### src/pkg/pwr_mode_pkg.sv
// Shared constants for the power-mode controller and its register slave.
package pwr_mode_pkg;
  // Printed register index and its byte address on the bus.
  localparam logic [11:0] POWER_CONTROL_IDX = 12'h087;
  localparam logic [11:0] POWER_CONTROL_ADDR = 12'h21C;
  // Additional registers of this block.
  localparam logic [11:0] WAKE_ENABLE_IDX = 12'h088;
  localparam logic [11:0] WAKE_ENABLE_ADDR = 12'h220;
  localparam logic [11:0] POWER_STATUS_IDX = 12'h089;
  localparam logic [11:0] POWER_STATUS_ADDR = 12'h224;
  // Field positions inside power_control_reg.
  localparam int IDLE_BIT_POS = 0;
  localparam int POWER_DOWN_BIT_POS = 1;
  localparam int GENERAL_FLAG_ZERO_POS = 2;
  localparam int GENERAL_FLAG_ONE_POS = 3;
  localparam int POWER_ON_FLAG_POS = 4;
  localparam int SERIAL_FRAME_ERROR_SELECT_POS = 6;
  localparam int SERIAL_RATE_DOUBLE_POS = 7;
  // Writable bits of power_control_reg; bit 5 is reserved.
  localparam logic [7:0] POWER_CONTROL_WMASK = 8'hDF;
  // Reset values.
  localparam logic [7:0] POWER_CONTROL_RESET = 8'h10;
  localparam logic [5:0] WAKE_ENABLE_RESET = 6'h3F;
  // Interrupt source positions in the pending vector.
  localparam int SRC_EXT_A = 0;
  localparam int SRC_EXT_B = 1;
  localparam int SRC_PIN_CHANGE = 2;
  localparam int SRC_WATCHDOG = 3;
  localparam int SRC_WAKEUP_TIMER = 4;
  localparam int SRC_BROWNOUT = 5;
  localparam int PD_WAKE_SOURCES = 6;
  // Bus response codes.
  localparam logic [1:0] RESP_OKAY = 2'h0;
  localparam logic [1:0] RESP_SLVERR = 2'h2;
  // Operating modes of the controller.
  typedef enum logic [1:0] {
    MODE_RUN,
    MODE_IDLE,
    MODE_PD_STOP,
    MODE_PD_SETTLE
  } pwr_mode_t;
endpackage

### src/rtl/axil_reg_slave.sv
// AXI4-Lite slave that turns bus transfers into register strobes.
`timescale 1ns/10ps
module axil_reg_slave #(
  parameter int AW = 12
) (
  // Clock and reset.
  input wire logic clk_sys,
  input wire logic rst,
  // Write address and data channels.
  input wire logic [AW-1:0] s_axi_awaddr,
  input wire logic s_axi_awvalid,
  output logic s_axi_awready,
  input wire logic [31:0] s_axi_wdata,
  input wire logic [3:0] s_axi_wstrb,
  input wire logic s_axi_wvalid,
  output logic s_axi_wready,
  // Write response channel.
  output logic [1:0] s_axi_bresp,
  output logic s_axi_bvalid,
  input wire logic s_axi_bready,
  // Read channels.
  input wire logic [AW-1:0] s_axi_araddr,
  input wire logic s_axi_arvalid,
  output logic s_axi_arready,
  output logic [31:0] s_axi_rdata,
  output logic [1:0] s_axi_rresp,
  output logic s_axi_rvalid,
  input wire logic s_axi_rready,
  // Register side.
  output logic reg_wr,
  output logic [AW-1:0] reg_waddr,
  output logic [31:0] reg_wdata,
  output logic [3:0] reg_wstrb,
  input wire logic reg_wok,
  output logic [AW-1:0] reg_raddr,
  input wire logic [31:0] reg_rdata,
  input wire logic reg_rok
);
  logic aw_held;
  logic w_held;

  // Address and data are taken in either order and held until both are in.
  assign s_axi_awready = !aw_held && !s_axi_bvalid;
  assign s_axi_wready = !w_held && !s_axi_bvalid;
  assign reg_wr = aw_held && w_held && !s_axi_bvalid;
  assign reg_raddr = s_axi_araddr;
  assign s_axi_arready = !s_axi_rvalid;

  // Capture the write address.
  always_ff @(posedge clk_sys or posedge rst) begin
    if (rst) begin
      aw_held <= 1'b0;
      reg_waddr <= '0;
    end else if (s_axi_awvalid && s_axi_awready) begin
      aw_held <= 1'b1;
      reg_waddr <= s_axi_awaddr;
    end else if (reg_wr) begin
      aw_held <= 1'b0;
    end
  end

  // Capture the write data and lanes.
  always_ff @(posedge clk_sys or posedge rst) begin
    if (rst) begin
      w_held <= 1'b0;
      reg_wdata <= '0;
      reg_wstrb <= '0;
    end else if (s_axi_wvalid && s_axi_wready) begin
      w_held <= 1'b1;
      reg_wdata <= s_axi_wdata;
      reg_wstrb <= s_axi_wstrb;
    end else if (reg_wr) begin
      w_held <= 1'b0;
    end
  end

  // The response follows the register strobe by one edge.
  always_ff @(posedge clk_sys or posedge rst) begin
    if (rst) begin
      s_axi_bvalid <= 1'b0;
      s_axi_bresp <= pwr_mode_pkg::RESP_OKAY;
    end else if (reg_wr) begin
      s_axi_bvalid <= 1'b1;
      s_axi_bresp <= reg_wok ? pwr_mode_pkg::RESP_OKAY
                             : pwr_mode_pkg::RESP_SLVERR;
    end else if (s_axi_bready) begin
      s_axi_bvalid <= 1'b0;
    end
  end

  // Read data is sampled at the address handshake, so it never tears.
  always_ff @(posedge clk_sys or posedge rst) begin
    if (rst) begin
      s_axi_rvalid <= 1'b0;
      s_axi_rdata <= '0;
      s_axi_rresp <= pwr_mode_pkg::RESP_OKAY;
    end else if (s_axi_arvalid && s_axi_arready) begin
      s_axi_rvalid <= 1'b1;
      s_axi_rdata <= reg_rok ? reg_rdata : 32'h0000_0000;
      s_axi_rresp <= reg_rok ? pwr_mode_pkg::RESP_OKAY
                             : pwr_mode_pkg::RESP_SLVERR;
    end else if (s_axi_rready) begin
      s_axi_rvalid <= 1'b0;
    end
  end
endmodule

### src/rtl/cpu_power_mode_control.sv
// Power-mode controller: idle and power-down entry, wake-up and resume.
//
// Behaviour
// Power-down bit set stops CPU and peripheral clocks and holds the PC.
// Idle bit set stops only the CPU clock; peripherals keep running.
// Power-down wake clears the bit, services the interrupt, then resumes.
// Idle wake clears the bit, services the interrupt, resumes after return.
// Both bits written together enter power-down only, never idle after.
// In idle nothing is fetched; CPU registers and port outputs stay frozen.
// The write that sets idle is the last completed access before stopping.
// The write that sets power-down is the last before the clock stops.
// Any enabled interrupt ends idle.
// Any reset other than software reset ends idle; the code ignores a brown-out reset while the detector is disabled.
// Software must let the watchdog run in idle to wake by its reset.
// In power-down flash stops, RAM retains and port pins hold values.
// Non-software resets end power-down; brown-out only if detector enabled.
// Pin or power-on reset restarts the CPU from the reset vector.
// External interrupt restarts the oscillator; service waits until stable.
// Only the six listed sources can wake from power-down.
// Software should prefer low-power brown-out detection in power-down.
// A qualifying reset clears both idle and power-down bits.
//
// Register access over AXI4-Lite is this design's own decision.
`timescale 1ns/10ps
module cpu_power_mode_control #(
  parameter int AW = 12,
  parameter int IRQ_SOURCES = 8
) (
  // Clock and reset.
  input wire logic clk_sys,
  input wire logic rst,
  // AXI4-Lite write channels.
  input wire logic [AW-1:0] s_axi_awaddr,
  input wire logic s_axi_awvalid,
  output logic s_axi_awready,
  input wire logic [31:0] s_axi_wdata,
  input wire logic [3:0] s_axi_wstrb,
  input wire logic s_axi_wvalid,
  output logic s_axi_wready,
  output logic [1:0] s_axi_bresp,
  output logic s_axi_bvalid,
  input wire logic s_axi_bready,
  // AXI4-Lite read channels.
  input wire logic [AW-1:0] s_axi_araddr,
  input wire logic s_axi_arvalid,
  output logic s_axi_arready,
  output logic [31:0] s_axi_rdata,
  output logic [1:0] s_axi_rresp,
  output logic s_axi_rvalid,
  input wire logic s_axi_rready,
  // Interrupt logic: enabled and pending sources, one bit each.
  input wire logic [IRQ_SOURCES-1:0] irq_pending,
  // Reset sources, each a one-cycle pulse, and the brown-out detector enable level.
  input wire logic reset_power_on,
  input wire logic reset_pin,
  input wire logic reset_brownout,
  input wire logic reset_watchdog,
  input wire logic reset_software,
  input wire logic brownout_detect_enabled,
  // Clock system.
  input wire logic osc_stable,
  output logic osc_run,
  output logic cpu_clk_en,
  output logic periph_clk_en,
  // CPU core.
  output logic cpu_hold,
  output logic cpu_restart,
  output logic wake_service,
  // Memories and ports.
  output logic flash_stop,
  output logic ram_retain,
  output logic port_hold,
  // Serial options kept in the control register.
  output logic serial_rate_double,
  output logic serial_frame_error_select
);
  pwr_mode_pkg::pwr_mode_t mode;
  logic [7:0] power_control_reg;
  logic [5:0] wake_enable;
  logic [5:0] last_wake;
  logic reg_wr;
  logic [AW-1:0] reg_waddr;
  logic [31:0] reg_wdata;
  logic [3:0] reg_wstrb;
  logic reg_wok;
  logic [AW-1:0] reg_raddr;
  logic [31:0] reg_rdata;
  logic reg_rok;
  logic qualifying_reset;
  logic wr_control;
  logic wr_wake_enable;
  logic [5:0] pd_wake;
  logic idle_wake;

  // Decodes one of this block's word addresses.
  function automatic logic addr_hit(input logic [AW-1:0] a,
                                    input logic [11:0] target);
    addr_hit = (a == target[AW-1:0]);
  endfunction

  // True when an address names any register of this block.
  function automatic logic addr_mapped(input logic [AW-1:0] a);
    addr_mapped = addr_hit(a, pwr_mode_pkg::POWER_CONTROL_ADDR)
               || addr_hit(a, pwr_mode_pkg::WAKE_ENABLE_ADDR)
               || addr_hit(a, pwr_mode_pkg::POWER_STATUS_ADDR);
  endfunction

  // Bus slave; registers live here, the slave only moves transfers.
  axil_reg_slave #(.AW(AW)) u_slave (
    .clk_sys(clk_sys),
    .rst(rst),
    .s_axi_awaddr(s_axi_awaddr),
    .s_axi_awvalid(s_axi_awvalid),
    .s_axi_awready(s_axi_awready),
    .s_axi_wdata(s_axi_wdata),
    .s_axi_wstrb(s_axi_wstrb),
    .s_axi_wvalid(s_axi_wvalid),
    .s_axi_wready(s_axi_wready),
    .s_axi_bresp(s_axi_bresp),
    .s_axi_bvalid(s_axi_bvalid),
    .s_axi_bready(s_axi_bready),
    .s_axi_araddr(s_axi_araddr),
    .s_axi_arvalid(s_axi_arvalid),
    .s_axi_arready(s_axi_arready),
    .s_axi_rdata(s_axi_rdata),
    .s_axi_rresp(s_axi_rresp),
    .s_axi_rvalid(s_axi_rvalid),
    .s_axi_rready(s_axi_rready),
    .reg_wr(reg_wr),
    .reg_waddr(reg_waddr),
    .reg_wdata(reg_wdata),
    .reg_wstrb(reg_wstrb),
    .reg_wok(reg_wok),
    .reg_raddr(reg_raddr),
    .reg_rdata(reg_rdata),
    .reg_rok(reg_rok)
  );

  // Address decode; only byte lane 0 carries register data.
  assign reg_wok = addr_mapped(reg_waddr);
  assign reg_rok = addr_mapped(reg_raddr);
  assign wr_control = reg_wr && reg_wstrb[0]
    && addr_hit(reg_waddr, pwr_mode_pkg::POWER_CONTROL_ADDR);
  assign wr_wake_enable = reg_wr && reg_wstrb[0]
    && addr_hit(reg_waddr, pwr_mode_pkg::WAKE_ENABLE_ADDR);

  // A brown-out reset only counts when the detector was armed.
  assign qualifying_reset = reset_power_on || reset_pin
    || reset_watchdog
    || (reset_brownout && brownout_detect_enabled);

  // Only the six listed sources, each gated by its enable, leave power-down.
  assign pd_wake = irq_pending[pwr_mode_pkg::PD_WAKE_SOURCES-1:0]
    & wake_enable;
  // Peripherals still run in idle, so any enabled interrupt is a wake.
  assign idle_wake = |irq_pending;

  // Mode sequencer. Qualifying resets win over every other event.
  always_ff @(posedge clk_sys or posedge rst) begin
    if (rst) begin
      mode <= pwr_mode_pkg::MODE_RUN;
    end else if (qualifying_reset) begin
      mode <= pwr_mode_pkg::MODE_RUN;
    end else begin
      unique case (mode)
        pwr_mode_pkg::MODE_RUN: begin
          // Power-down is tested first so a combined write never idles.
          if (wr_control
              && reg_wdata[pwr_mode_pkg::POWER_DOWN_BIT_POS]) begin
            mode <= pwr_mode_pkg::MODE_PD_STOP;
          end else if (wr_control
              && reg_wdata[pwr_mode_pkg::IDLE_BIT_POS]) begin
            mode <= pwr_mode_pkg::MODE_IDLE;
          end
        end
        pwr_mode_pkg::MODE_IDLE: begin
          if (idle_wake) begin
            mode <= pwr_mode_pkg::MODE_RUN;
          end
        end
        pwr_mode_pkg::MODE_PD_STOP: begin
          if (|pd_wake) begin
            mode <= pwr_mode_pkg::MODE_PD_SETTLE;
          end
        end
        pwr_mode_pkg::MODE_PD_SETTLE: begin
          // The service routine must not run on an unsettled oscillator.
          if (osc_stable) begin
            mode <= pwr_mode_pkg::MODE_RUN;
          end
        end
      endcase
    end
  end

  // Control register: software fields, hardware-cleared mode bits.
  always_ff @(posedge clk_sys or posedge rst) begin
    if (rst) begin
      power_control_reg <= pwr_mode_pkg::POWER_CONTROL_RESET;
    end else begin
      if (wr_control) begin
        power_control_reg <= reg_wdata[7:0]
          & pwr_mode_pkg::POWER_CONTROL_WMASK;
      end
      if (qualifying_reset) begin
        power_control_reg[pwr_mode_pkg::IDLE_BIT_POS] <= 1'b0;
        power_control_reg[pwr_mode_pkg::POWER_DOWN_BIT_POS] <= 1'b0;
      end else if (mode == pwr_mode_pkg::MODE_IDLE && idle_wake) begin
        power_control_reg[pwr_mode_pkg::IDLE_BIT_POS] <= 1'b0;
      end else if (mode == pwr_mode_pkg::MODE_PD_STOP && |pd_wake) begin
        // Idle is dropped too, so leaving power-down never lands in idle.
        power_control_reg[pwr_mode_pkg::IDLE_BIT_POS] <= 1'b0;
        power_control_reg[pwr_mode_pkg::POWER_DOWN_BIT_POS] <= 1'b0;
      end
      // Power-on sets its flag; the set wins over a software clear.
      if (reset_power_on) begin
        power_control_reg[pwr_mode_pkg::POWER_ON_FLAG_POS] <= 1'b1;
      end
    end
  end

  // Power-down wake enables.
  always_ff @(posedge clk_sys or posedge rst) begin
    if (rst) begin
      wake_enable <= pwr_mode_pkg::WAKE_ENABLE_RESET;
    end else if (wr_wake_enable) begin
      wake_enable <= reg_wdata[5:0];
    end
  end

  // Record which of the six listed sources ended the last interrupt-woken sleep, for software to inspect.
  always_ff @(posedge clk_sys or posedge rst) begin
    if (rst) begin
      last_wake <= '0;
    end else if (mode == pwr_mode_pkg::MODE_PD_STOP && |pd_wake) begin
      last_wake <= pd_wake;
    end else if (mode == pwr_mode_pkg::MODE_IDLE && idle_wake) begin
      last_wake <= irq_pending[pwr_mode_pkg::PD_WAKE_SOURCES-1:0];
    end
  end

  // Service request to the CPU once the clock is back; the CPU then runs
  // the handler and its return lands after the sleeping instruction.
  always_ff @(posedge clk_sys or posedge rst) begin
    if (rst) begin
      wake_service <= 1'b0;
    end else begin
      wake_service <= !qualifying_reset && (
        (mode == pwr_mode_pkg::MODE_IDLE && idle_wake)
        || (mode == pwr_mode_pkg::MODE_PD_SETTLE && osc_stable));
    end
  end

  // A qualifying reset reinitialises the CPU from its reset vector.
  always_ff @(posedge clk_sys or posedge rst) begin
    if (rst) begin
      cpu_restart <= 1'b0;
    end else begin
      cpu_restart <= qualifying_reset;
    end
  end

  // Clock gating follows the mode flop, so the entering write has already
  // completed when the CPU clock drops on the next edge.
  assign cpu_clk_en = (mode == pwr_mode_pkg::MODE_RUN);
  assign periph_clk_en = (mode == pwr_mode_pkg::MODE_RUN)
    || (mode == pwr_mode_pkg::MODE_IDLE);
  assign cpu_hold = !cpu_clk_en;
  assign port_hold = (mode != pwr_mode_pkg::MODE_RUN);
  assign flash_stop = (mode == pwr_mode_pkg::MODE_PD_STOP);
  assign ram_retain = (mode == pwr_mode_pkg::MODE_PD_STOP)
    || (mode == pwr_mode_pkg::MODE_PD_SETTLE);

  // The oscillator request is combinational from the wake sources so that a
  // pin edge restarts the clock without needing a clock edge to see it.
  assign osc_run = (mode != pwr_mode_pkg::MODE_PD_STOP)
    || (|pd_wake);

  assign serial_rate_double =
    power_control_reg[pwr_mode_pkg::SERIAL_RATE_DOUBLE_POS];
  assign serial_frame_error_select =
    power_control_reg[pwr_mode_pkg::SERIAL_FRAME_ERROR_SELECT_POS];

  // Read multiplexer; narrow registers sit in the low bits.
  always_comb begin
    reg_rdata = 32'h0000_0000;
    if (addr_hit(reg_raddr, pwr_mode_pkg::POWER_CONTROL_ADDR)) begin
      reg_rdata[7:0] = power_control_reg;
    end else if (addr_hit(reg_raddr, pwr_mode_pkg::WAKE_ENABLE_ADDR)) begin
      reg_rdata[5:0] = wake_enable;
    end else if (addr_hit(reg_raddr, pwr_mode_pkg::POWER_STATUS_ADDR)) begin
      reg_rdata[1:0] = mode;
      reg_rdata[7:2] = last_wake;
    end
  end
endmodule

### config.mk
export PLATFORM = sky130hd
export DESIGN_NAME = cpu_power_mode_control
export DESIGN_NICKNAME = d
export VERILOG_FILES = /design/src/pkg/pwr_mode_pkg.sv /design/src/rtl/axil_reg_slave.sv /design/src/rtl/cpu_power_mode_control.sv
export SDC_FILE = /design/constraint.sdc
export NUM_CORES = 1
export LEC_CHECK = 0
export BUFFER_PORTS_ARGS = -buffer_cell sky130_fd_sc_hd__buf_2
export CAP_MARGIN = 20
export CORE_MARGIN = 2
export CORE_UTILIZATION = 39
export CTS_BUF_LIST = sky130_fd_sc_hd__clkbuf_8
export DETAILED_ROUTE_END_ITERATION = 12
export PLACE_DENSITY = 0.69
export SYNTH_ARGS = -nofsm -noshare
export SYNTH_HDL_FRONTEND = slang
export SYNTH_SLANG_ARGS = --single-unit
export TNS_END_PERCENT = 50
### constraint.sdc
create_clock -name clk_sys -period 3 [get_ports clk_sys]
set_clock_uncertainty 0.1 [all_clocks]
set_input_delay 0.3 -clock clk_sys [delete_from_list [all_inputs] [get_ports clk_sys]]
set_output_delay 0.3 -clock clk_sys [all_outputs]
set_load 0.005 [all_outputs]
After elaboration in Yosys (flattened, before gate mapping)

Cells that the tools add are included.

Flip-flop bits (word level): 84
Latch bits: 0
Bits in writable memories: 0
Bits in read-only memories: 0
Bits of input ports: 82
Output and inout port bits: 52
Word-level logic and storage cells: 109
Memories kept: 0

Add/sub/neg operators: 0
Multipliers: 0
Div/mod/pow operators: 0
Magnitude comparators: 0
Eq/ne operators: 14
Shift-type cells: 0
Muxes and demuxes: 29
Bitwise gates (word level): 1
Reduce and logical (&&, ||, !) cells: 46

Operator list:

| operator             | number |
|---|---|
| $eq 12x10->1 const B | 6 |
| $mux 8               | 3 |
| $mux 2               | 11 |
| $mux 6               | 3 |
| $logic_and 1x1->1    | 17 |
| $reduce_bool 2->1    | 7 |
| $logic_or 1x1->1     | 11 |
| $mux 1               | 10 |
| $pmux 2 s4           | 1 |
| $reduce_or 8->1      | 1 |
| $and 6x6->6          | 1 |
| $logic_not 1->1      | 6 |
| $ne 3x3->1 const B   | 2 |
| $reduce_or 6->1      | 1 |
| $mux 5               | 1 |
| $eq 2x2->1 const B   | 2 |
| $ne 4x1->1 const B   | 1 |
| $reduce_and 4->1     | 1 |
| $reduce_bool 4->1    | 1 |
| $ne 3x1->1 const B   | 1 |
| $eq 2x1->1 const B   | 1 |
| $logic_not 2->1      | 1 |
| $ne 2x2->1 const B   | 1 |

Logic depth before layout (Yosys ltp)

Gate-level depths: netlist of the first run.

Word-level depth: 9
Depth in mapped cells: 5

Hierarchy

Synthesis of the first run repeated with hierarchy kept, for this count alone.

Cell total of the unflattened synthesis: 395
Area total of the unflattened synthesis: 5,064.9 µm²

Modules (own cells, without submodules):

| module                 | times used | cells an instance | area each (µm²) |
|---|---|---|---|
| axil_reg_slave         | 1          | 278               | 3,687.3 |
| cpu_power_mode_control | 1          | 117               | 1,377.6 |

Worst setup path before layout of the first run

No wires, ideal clock.

Path kind: register to register
From: register u_slave.reg_waddr[8]
To: register wake_enable[0]
Library setup time: 0.082 ns
Data arrival time: 1.897 ns
Required time: 2.818 ns
Slack: 0.921 ns
Stages on the path, launching flop included: 5
Path buffers: 0
Cell sequence: dfrtp_1 -> or4b_1 -> or2_4 -> nor4_4 -> mux2_2

Word-level cells in the longest chain between the ends: 2

RTL lines:

| item                   | RTL line                      | source |
|---|---|---|
| from (decl)            | axil_reg_slave.sv:31          | `output logic [AW-1:0] reg_waddr,` |
| from (signal assigned) | axil_reg_slave.sv:56          | `reg_waddr <= s_axi_awaddr;` |
| $eq 12x10->1           | cpu_power_mode_control.sv:98  | `addr_hit = (a == target[AW-1:0]);` |
| $logic_and 1x1->1      | cpu_power_mode_control.sv:145 | `&& addr_hit(reg_waddr, pwr_mode_pkg::WAKE_ENABLE_ADDR);` |
| to (signal assigned)   | cpu_power_mode_control.sv:225 | `wake_enable <= pwr_mode_pkg::WAKE_ENABLE_RESET;` |
| to (signal assigned)   | cpu_power_mode_control.sv:227 | `wake_enable <= reg_wdata[5:0];` |
| to (decl)              | cpu_power_mode_control.sv:79  | `logic [5:0] wake_enable;` |

No other way between the ends.
A chain may end at the register's enable or synchronous reset.

Worst setup path in the final report of the first run

From: register u_slave.reg_waddr[8]
To: register power_control_reg[0]

Word-level cells in the longest chain between the ends: 3

RTL lines:

| item                        | RTL line                      | source |
|---|---|---|
| $eq 12x10->1                | cpu_power_mode_control.sv:98  |  |
| $logic_and 1x1->1           | cpu_power_mode_control.sv:143 | `&& addr_hit(reg_waddr, pwr_mode_pkg::POWER_CONTROL_ADDR);` |
| $reduce_bool 4->1 (no line) | -                             |  |
| to (signal assigned)        | cpu_power_mode_control.sv:199 | `power_control_reg <= pwr_mode_pkg::POWER_CONTROL_RESET;` |
| to (signal assigned)        | cpu_power_mode_control.sv:202 | `power_control_reg <= reg_wdata[7:0]` |
| to (decl)                   | cpu_power_mode_control.sv:78  | `logic [7:0] power_control_reg;` |

No other way between the ends.

==> results of run 1 <==
==> synth_stat cells (5+ instances only) <==
| library cell | instances |
|---|---|
| a21o_1 | 8 |
| dfstp_2 | 7 |
| a22o_1 | 6 |
| nor2_1 | 9 |
| nand2_1 | 14 |
| buf_4 | 27 |
| mux2i_1 | 8 |
| mux2_2 | 25 |
| a221o_1 | 5 |
| inv_1 | 8 |
| nor3_1 | 7 |
| dfrtp_1 | 51 |
| o21ai_0 | 7 |
==> critical path, delay by kind of cell (launching register included) <==
family           cells  cell delay (ns)
multiplexers         1             0.21
AND/OR/NAND/NOR      3             1.59
flip-flops           1             0.38
==> cell families (layout without fill, tap and decap cells) <==
logic type,after synthesis,in the layout
AOI/OAI and AO/OA,44,44
buffers and inverters,42,107
DFF,58,58
muxes,37,37
other,1,26
and+or+nand+nor,59,59
==> power groups by stage <==
| stage | clock [mW] | combinational, mW | sequential, mW |
|---|---|---|---|
| global route | 0.761 | 0.517 | 1.13 |
| floorplan | 0 | 0.353 | 1.08 |
| detailed placement | 0 | 0.460 | 1.11 |
| finish | 0.705 | 0.452 | 1.10 |
| CTS | 0.721 | 0.460 | 1.10 |
| global placement | 0 | 0.443 | 1.11 |
==> per-stage QoR <==
step	hold WS [ns]	instance area (µm²)	util, %
2_1_floorplan	0.296	2920	-
3_3_place_gp	0.359	3230	45.2
3_5_place_dp	0.356	3230	45.2
4_1_cts	0.0132	3420	47.9
5_1_grt	0.0429	3420	47.9
6_report	-0.0161	3420	47.9
==> how the worst max path moves through the flow <==
| stage | start | endpoint | slack (ns) | cells past startpoint |
|---|---|---|---|---|
| after floorplan | u_slave.reg_waddr[8] | wake_enable[0] | 0.92 | 4 |
| after global placement | u_slave.reg_waddr[8] | power_control_reg[3] | 0.65 | 3 |
| after detailed placement | u_slave.reg_waddr[8] | power_control_reg[0] | 0.62 | 4 |
| after CTS | u_slave.reg_waddr[8] | power_control_reg[3] | 0.60 | 3 |
| after global routing | u_slave.reg_waddr[8] | power_control_reg[0] | 0.52 | 4 |
| final | u_slave.reg_waddr[8] | power_control_reg[0] | 0.62 | 4 |
==> placed cells by master, fill, tap and decap left out, drive strengths merged, types with 6 or more instances in the layout <==
cell / n
mux2i: 8
o21ai: 7
clkbuf: 10
nand2: 14
conb: 26
a22o: 6
mux2: 29
dfrtp: 51
nor3: 7
inv: 9
a21o: 8
buf: 82
dfstp: 7
nor2: 9
==> cell type report <==
class | instances | share of cell area (%)
Inverter | 9 | 0.988
Sequential cell | 58 | 42.7
Clock buffer | 10 | 4.02
Multi-Input combinational cell | 166 | 34.8
Timing Repair Buffer | 82 | 12.2
Tap cell | 99 | 3.62
Clock inverter | 6 | 1.68
==> layer usage <==
metal / GRT usage (%) / vias up / part of all wire (%)
met5: 0 / - / 0
met1: 18.8 / 988 / 42
met2: 25.8 / 97 / 49
li1: - / 994 / -
met3: 5.08 / 8 / 8.2
met4: 5.29 / 0 / 0.75
==> out/qor.csv, run 1 <==
metric,value,unit
largest net degree at the start of global routing,37,
"Clk pin slew, worst setup/hold paths",0.07,ns
largest register by flop count,u_slave.reg_waddr,
Rows,31,
DRT Wirelength,5730,µm
Post-synth EDFFs,0,
Layout area overhead,21.2,%
Remaining DRCs,0,
Synth top area share,45.2,%
startpoint types,flop,
internal power,1.63,mW
fin worst setup slack,0.623,ns
global placer's final weighted congestion,0.806,
CTS tree,built,
n_diodes,0,
"Primary FF master, synth",dfrtp_1,
number of port buffers,79,
sequential share of power,48.7,%
"Distinct cells, synth",46,
Avg Inst Size Synth,11.7,µm²
# fillers,691,
Setup TNS,0,ns
H-tree depth,3,
total grt overflow,0,
status,finished with violations,
Vias,2087,
first drt pass iteration count,4,
first-pass GRT wire length,9250,µm
LEAKAGE,1.69,nW
clock power share,31.2,%
layout cells sized above 1,41.7,%
Hold Slack,-0.0161,ns
Synth Area in Compound Gates,11.7,%
die width,89.1,µm
number of post-CTS setup repair buffers,0,
"setup slack, reg-to-reg",0.62,ns
"critical path fanouts, max",10,
clk_lat worst skew,0.34,ns
Slew headroom,33.4,%
PwrDens,659,nW/µm²
dpl ws,0.618,ns
Synth Area in Adders,0,%
Synth Instances,241,
Final Power,2.26,mW
ranking of synthesized cells by area,"dfrtp_1 45%, mux2_2 10%, buf_4 7.2%",
min cycle time layout,2.38,ns
Die ar.,7930,µm²
combinational share of power,20.0,%
I/O pin cnt,134,
critical path data arrival time,2.51,ns
FF-to-FF End,power_control_reg[0],
Finished Layout Cells,430,
slowest CP cell,or4_1,
Slew Limit Fails,0,
placed insts,414,
Crit. End Element,flop,
FF-to-FF path depth,4,
vias in the first global route,2010,
overall routing resource usage,15.4,%
Max Fclk,421,MHz
post-synthesis register bit count,58,
biggest regs,"u_slave.reg_waddr: 12 flops, u_slave.reg_wdata: 8 flops, u_slave.s_axi_rdata: 8 flops",
max reg flops,12,
Synth Warn #,0,
Psw,0.629,mW
max capacitance violation total,0,
crit-path cells,"or4b_1, or4_1, mux2i_1, nor4_1",
xor/xnor share of the synthesized area,0,%
final net count,408,
Final period util,79.2,%
root buffer cell,clkbuf_8,
synthesized area,2820,µm²
Setup Viol. Count Final,0,
CTS Hold Bufs,0,
Switching Share,27.9,%
Post-synth ARST share,100,%
Worst Path Required,3.14,ns
die height,89.1,µm
Slew @ Worst Pin,0.974,ns
DRT antenna net count,0,
Worst Hold Class,in -> async,
initial drt markers,89,
multi-input logic area,1190,µm²
RSZ-0062 raised after global routing,false,
delay of the slowest critical-path stage,0.82,ns
vias per cell,4.85,
register area share after synthesis,51.7,%
effective utilization at floorplan,39.6,%
Critical R2R Launch,u_slave.reg_waddr[8],
clk sinks,58,
detailed-route wire length per cell,13.3,µm
Seq. cell area,1460,µm²
CP Class,reg -> reg,
mux share of post-synthesis cell area,14.9,%
initial antenna violation count,0,
Max Buffers Root-to-Sink,2,
Fin. Hold Viols,32,
dpl hpwl,4500,µm
largest family of logic cells by synthesized area,multiplexers,
post-synthesis simple-gate area fraction,12.1,%
CTS buffer count,9,
cell taking the most area after synthesis,dfrtp_1,
CTS resizes,0,
core area,7140,µm²
Max VDD drop,0.377,mV
failing checks,hold timing,
Note: power is estimated with default switching activity, not from simulation.
==> inputs of run 2 (changes only) <==
--- a/config.mk
+++ b/config.mk
@@ -11,7 +11,7 @@
 export CORE_UTILIZATION = 39
 export CTS_BUF_LIST = sky130_fd_sc_hd__clkbuf_8
 export DETAILED_ROUTE_END_ITERATION = 12
-export PLACE_DENSITY = 0.69
+export PLACE_DENSITY = 0.72
 export SYNTH_ARGS = -nofsm -noshare
 export SYNTH_HDL_FRONTEND = slang
 export SYNTH_SLANG_ARGS = --single-unit
==> constraint.sdc (replaced) <==
create_clock -name clk_sys -period 2.1 [get_ports clk_sys]
set_clock_uncertainty 0.1 [all_clocks]
set_input_delay 0.21 -clock clk_sys [delete_from_list [all_inputs] [get_ports clk_sys]]
set_output_delay 0.21 -clock clk_sys [all_outputs]
set_load 0.005 [all_outputs]
==> run 2 against run 1 <==
Effect of this change:
- the flow finishes with violations (setup timing)
- critical endpoint is now power_control_reg[6]
- cell area is 9.2% higher
- wire length rose by 10%
- power increased by 42%
- highest routed layer unchanged
- critical path depth stayed put
- core utilization grew 4.4 points
- sequential power up 45%
==> out/qor.csv, run 2 (synthesized netlist as in run 1, its figures left out) <==
metric,value,unit,change
Setup Viol. Count Final,6,,was 0
# fillers,643,,was 691
die width,89.1,µm,unchanged
HP Start,s_axi_wdata[6],,
Final period util,103,%,was 79.2%
failing checks,setup timing,,was hold timing
Slew @ Worst Pin,0.652,ns,was 0.974 ns
startpoint types,flop,,unchanged
core area,7140,µm²,unchanged
Max Buffers Root-to-Sink,2,,unchanged
FF-to-FF End,power_control_reg[6],,was power_control_reg[0]
Worst Hold Class,in -> reg,,was in -> async
cell depth of the worst setup path,4,,unchanged
H-tree depth,3,,unchanged
number of port buffers,79,,unchanged
effective utilization at floorplan,39.6,%,unchanged
placed insts,423,,was 414
final net count,442,,was 408
dpl ws,-0.0757,ns,was 0.618 ns
"commonest non-fill, non-tap cells in the layout","79 x buf_2, 51 x dfrtp_1, 26 x conb_1, 24 x mux2_2, 21 x dlygate4sd3_1",,"was 79 x buf_2, 51 x dfrtp_1, 26 x conb_1, 25 x mux2_2, 14 x nand2_1"
DRT antenna net count,0,,unchanged
largest net degree at the start of global routing,59,,was 37
DRT Wirelength,6300,µm,was 5730 µm
Slew Limit Fails,0,,unchanged
clk sinks,58,,unchanged
vias per cell,4.81,,was 4.85
slowest CP cell,or4_4,,was or4_1
RSZ-0062 raised after global routing,true,,was false
global placer's final weighted congestion,0.832,,was 0.806
Psw,0.924,mW,was 0.629 mW
"critical path fanouts, max",5,,was 10
layout cells sized above 1,41.6,%,was 41.7%
detailed-route wire length per cell,13.6,µm,was 13.3 µm
Final Power,3.20,mW,was 2.26 mW
"most common cell after layout, fill and taps aside",buf_2,,unchanged
root buffer cell,clkbuf_8,,unchanged
Crit. End Element,flop,,unchanged
Vias,2232,,was 2087
"setup slack, reg-to-reg",-0.06,ns,was 0.62 ns
delay of the slowest critical-path stage,0.57,ns,was 0.82 ns
CP Class,reg -> reg,,unchanged
I/O pin cnt,134,,unchanged
clock power share,26.8,%,was 31.2%
FF-to-FF path depth,4,,unchanged
"Clk pin slew, worst setup/hold paths",0.06,ns,was 0.07 ns
Fin. Hold Viols,0,,was 32
die height,89.1,µm,unchanged
internal power,2.27,mW,was 1.63 mW
CP bufs+invs,1,,was 0
overall routing resource usage,16.6,%,was 15.4%
dpl hpwl,4500,µm,about the same
CTS buffer count,9,,unchanged
Layout area overhead,32.4,%,was 21.2%
CTS tree,built,,unchanged
fin util,52.3,%,was 47.9%
PwrDens,856,nW/µm²,was 659 nW/µm²
Die ar.,7930,µm²,unchanged
cell family with most CP delay,simple AND/OR/NAND/NOR gates,,unchanged
Critical R2R Launch,u_slave.reg_waddr[6],,was u_slave.reg_waddr[8]
fin worst setup slack,-0.0596,ns,was 0.623 ns
min cycle time layout,2.16,ns,was 2.38 ns
Max Fclk,463,MHz,was 421 MHz
LEAKAGE,1.85,nW,was 1.69 nW
crit-path cells,"or4_4, or4_4, buf_6, mux2_4",,"was or4b_1, or4_1, mux2i_1, nor4_1"
status,finished with violations,,unchanged
most used cell along the critical path,or4_4,,
WHS Endpoint,u_slave.reg_wdata[6],,
first drt pass iteration count,4,,unchanged
Slew headroom,56.6,%,was 33.4%
Finished Layout Cells,464,,was 430
initial antenna violation count,0,,unchanged
Remaining DRCs,0,,unchanged
Rows,31,,unchanged
max capacitance violation total,0,,unchanged
combinational share of power,23.6,%,was 20.0%
initial drt markers,86,,was 89
max reg flops,12,,unchanged
Worst Path Required,2.22,ns,was 3.14 ns
total grt overflow,0,,unchanged
sequential share of power,49.6,%,was 48.7%
depth of the worst hold-timing path,2,,
biggest regs,"u_slave.reg_waddr: 12 flops, u_slave.reg_wdata: 8 flops, u_slave.s_axi_rdata: 8 flops",,unchanged
Max VDD drop,0.869,mV,was 0.377 mV
Switching Share,28.9,%,was 27.9%
critical path data arrival time,2.28,ns,was 2.51 ns
vias in the first global route,2201,,was 2010
first-pass GRT wire length,9950,µm,was 9250 µm
clk_lat worst skew,0.34,ns,about the same
n_diodes,0,,unchanged
CP startpoint,u_slave.reg_waddr[6],,was u_slave.reg_waddr[8]
largest register by flop count,u_slave.reg_waddr,,unchanged
==> run 2: changes by cell type in the layout (fill, tap and decap cells not counted), moves of 2 or more <==
cell / before / now
buf_6: 0 / 3
inv_1: 8 / 10
or4_1: 2 / 0
o21ai_1: 0 / 2
or4_4: 0 / 2
dlygate4sd3_1: 0 / 21
o21ai_0: 7 / 5
buf_4: 3 / 12
==> run 2: area by class of cell <==
class	count	area, µm²	area share, %
inverters	9	33.8	0.904
flip-flops and latches	58	1460	39.1
repair buffers	116	749	20.1
clock inverters	6	26.3	0.703
multi-input cells	166	1200	32.3
well taps	99	124	3.32
clock buffers	10	138	3.68
==> run 2: per-stage QoR <==
| stage | cell area (µm²) | hold slack [ns] | TNS, ns |
|---|---|---|---|
| 2_1_floorplan | 2920 | 0.206 | 0 |
| 3_3_place_gp | 3310 | 0.190 | -0.593 |
| 3_5_place_dp | 3310 | 0.192 | -0.760 |
| 4_1_cts | 3680 | 0.000141 | -0.192 |
| 5_1_grt | 3740 | 0.00477 | -0.486 |
| 6_report | 3740 | 0.0108 | -0.253 |
==> run 2: what timing repair did <==
item / CTS / global route
pin swaps: 4 / 4
setup endpoints to repair: 15 / 9
cloned: 1 / 0
resized for setup: 6 / 5
endpoints found under the hold margin: 68 / 3
hold buffers: 18 / 3
setup buffers: 1 / 2
==> run 2: how the worst max path moves through the flow <==
stage	endpoint	slack, ns
2_1_floorplan	wake_enable[0]	0.02
3_3_place_gp	power_control_reg[3]	-0.08
3_5_place_dp	power_control_reg[6]	-0.08
4_1_cts	power_control_reg[6]	-0.04
5_1_grt	power_control_reg[0]	-0.11
6_report	power_control_reg[6]	-0.06
==> run 2: metal layers <==
layer,global-route usage (%),vias to the layer above,share of wire [%]
met3,6.56,9,6.6
met1,19.1,1076,42
li1,-,1066,-
met2,29.2,81,50
met5,0,-,0
met4,3.66,0,0.90
==> run 2: power by group through the flow <==
| stage | Sequential [mW] | Clock (mW) | Combinational, mW |
|---|---|---|---|
| 2_1_floorplan | 1.54 | 0 | 0.505 |
| 3_3_place_gp | 1.58 | 0 | 0.645 |
| 3_5_place_dp | 1.60 | 0 | 0.667 |
| 4_1_cts | 1.59 | 0.885 | 0.722 |
| 5_1_grt | 1.63 | 0.943 | 0.838 |
| 6_report | 1.59 | 0.857 | 0.754 |
==> run 2: worst register-to-register path, stage by stage, from the launching register on <==
cell and delay [ns]:
dfrtp_1 0.37, or4_4 0.55, or4_4 0.57, buf_6 0.16, mux2_4 0.29
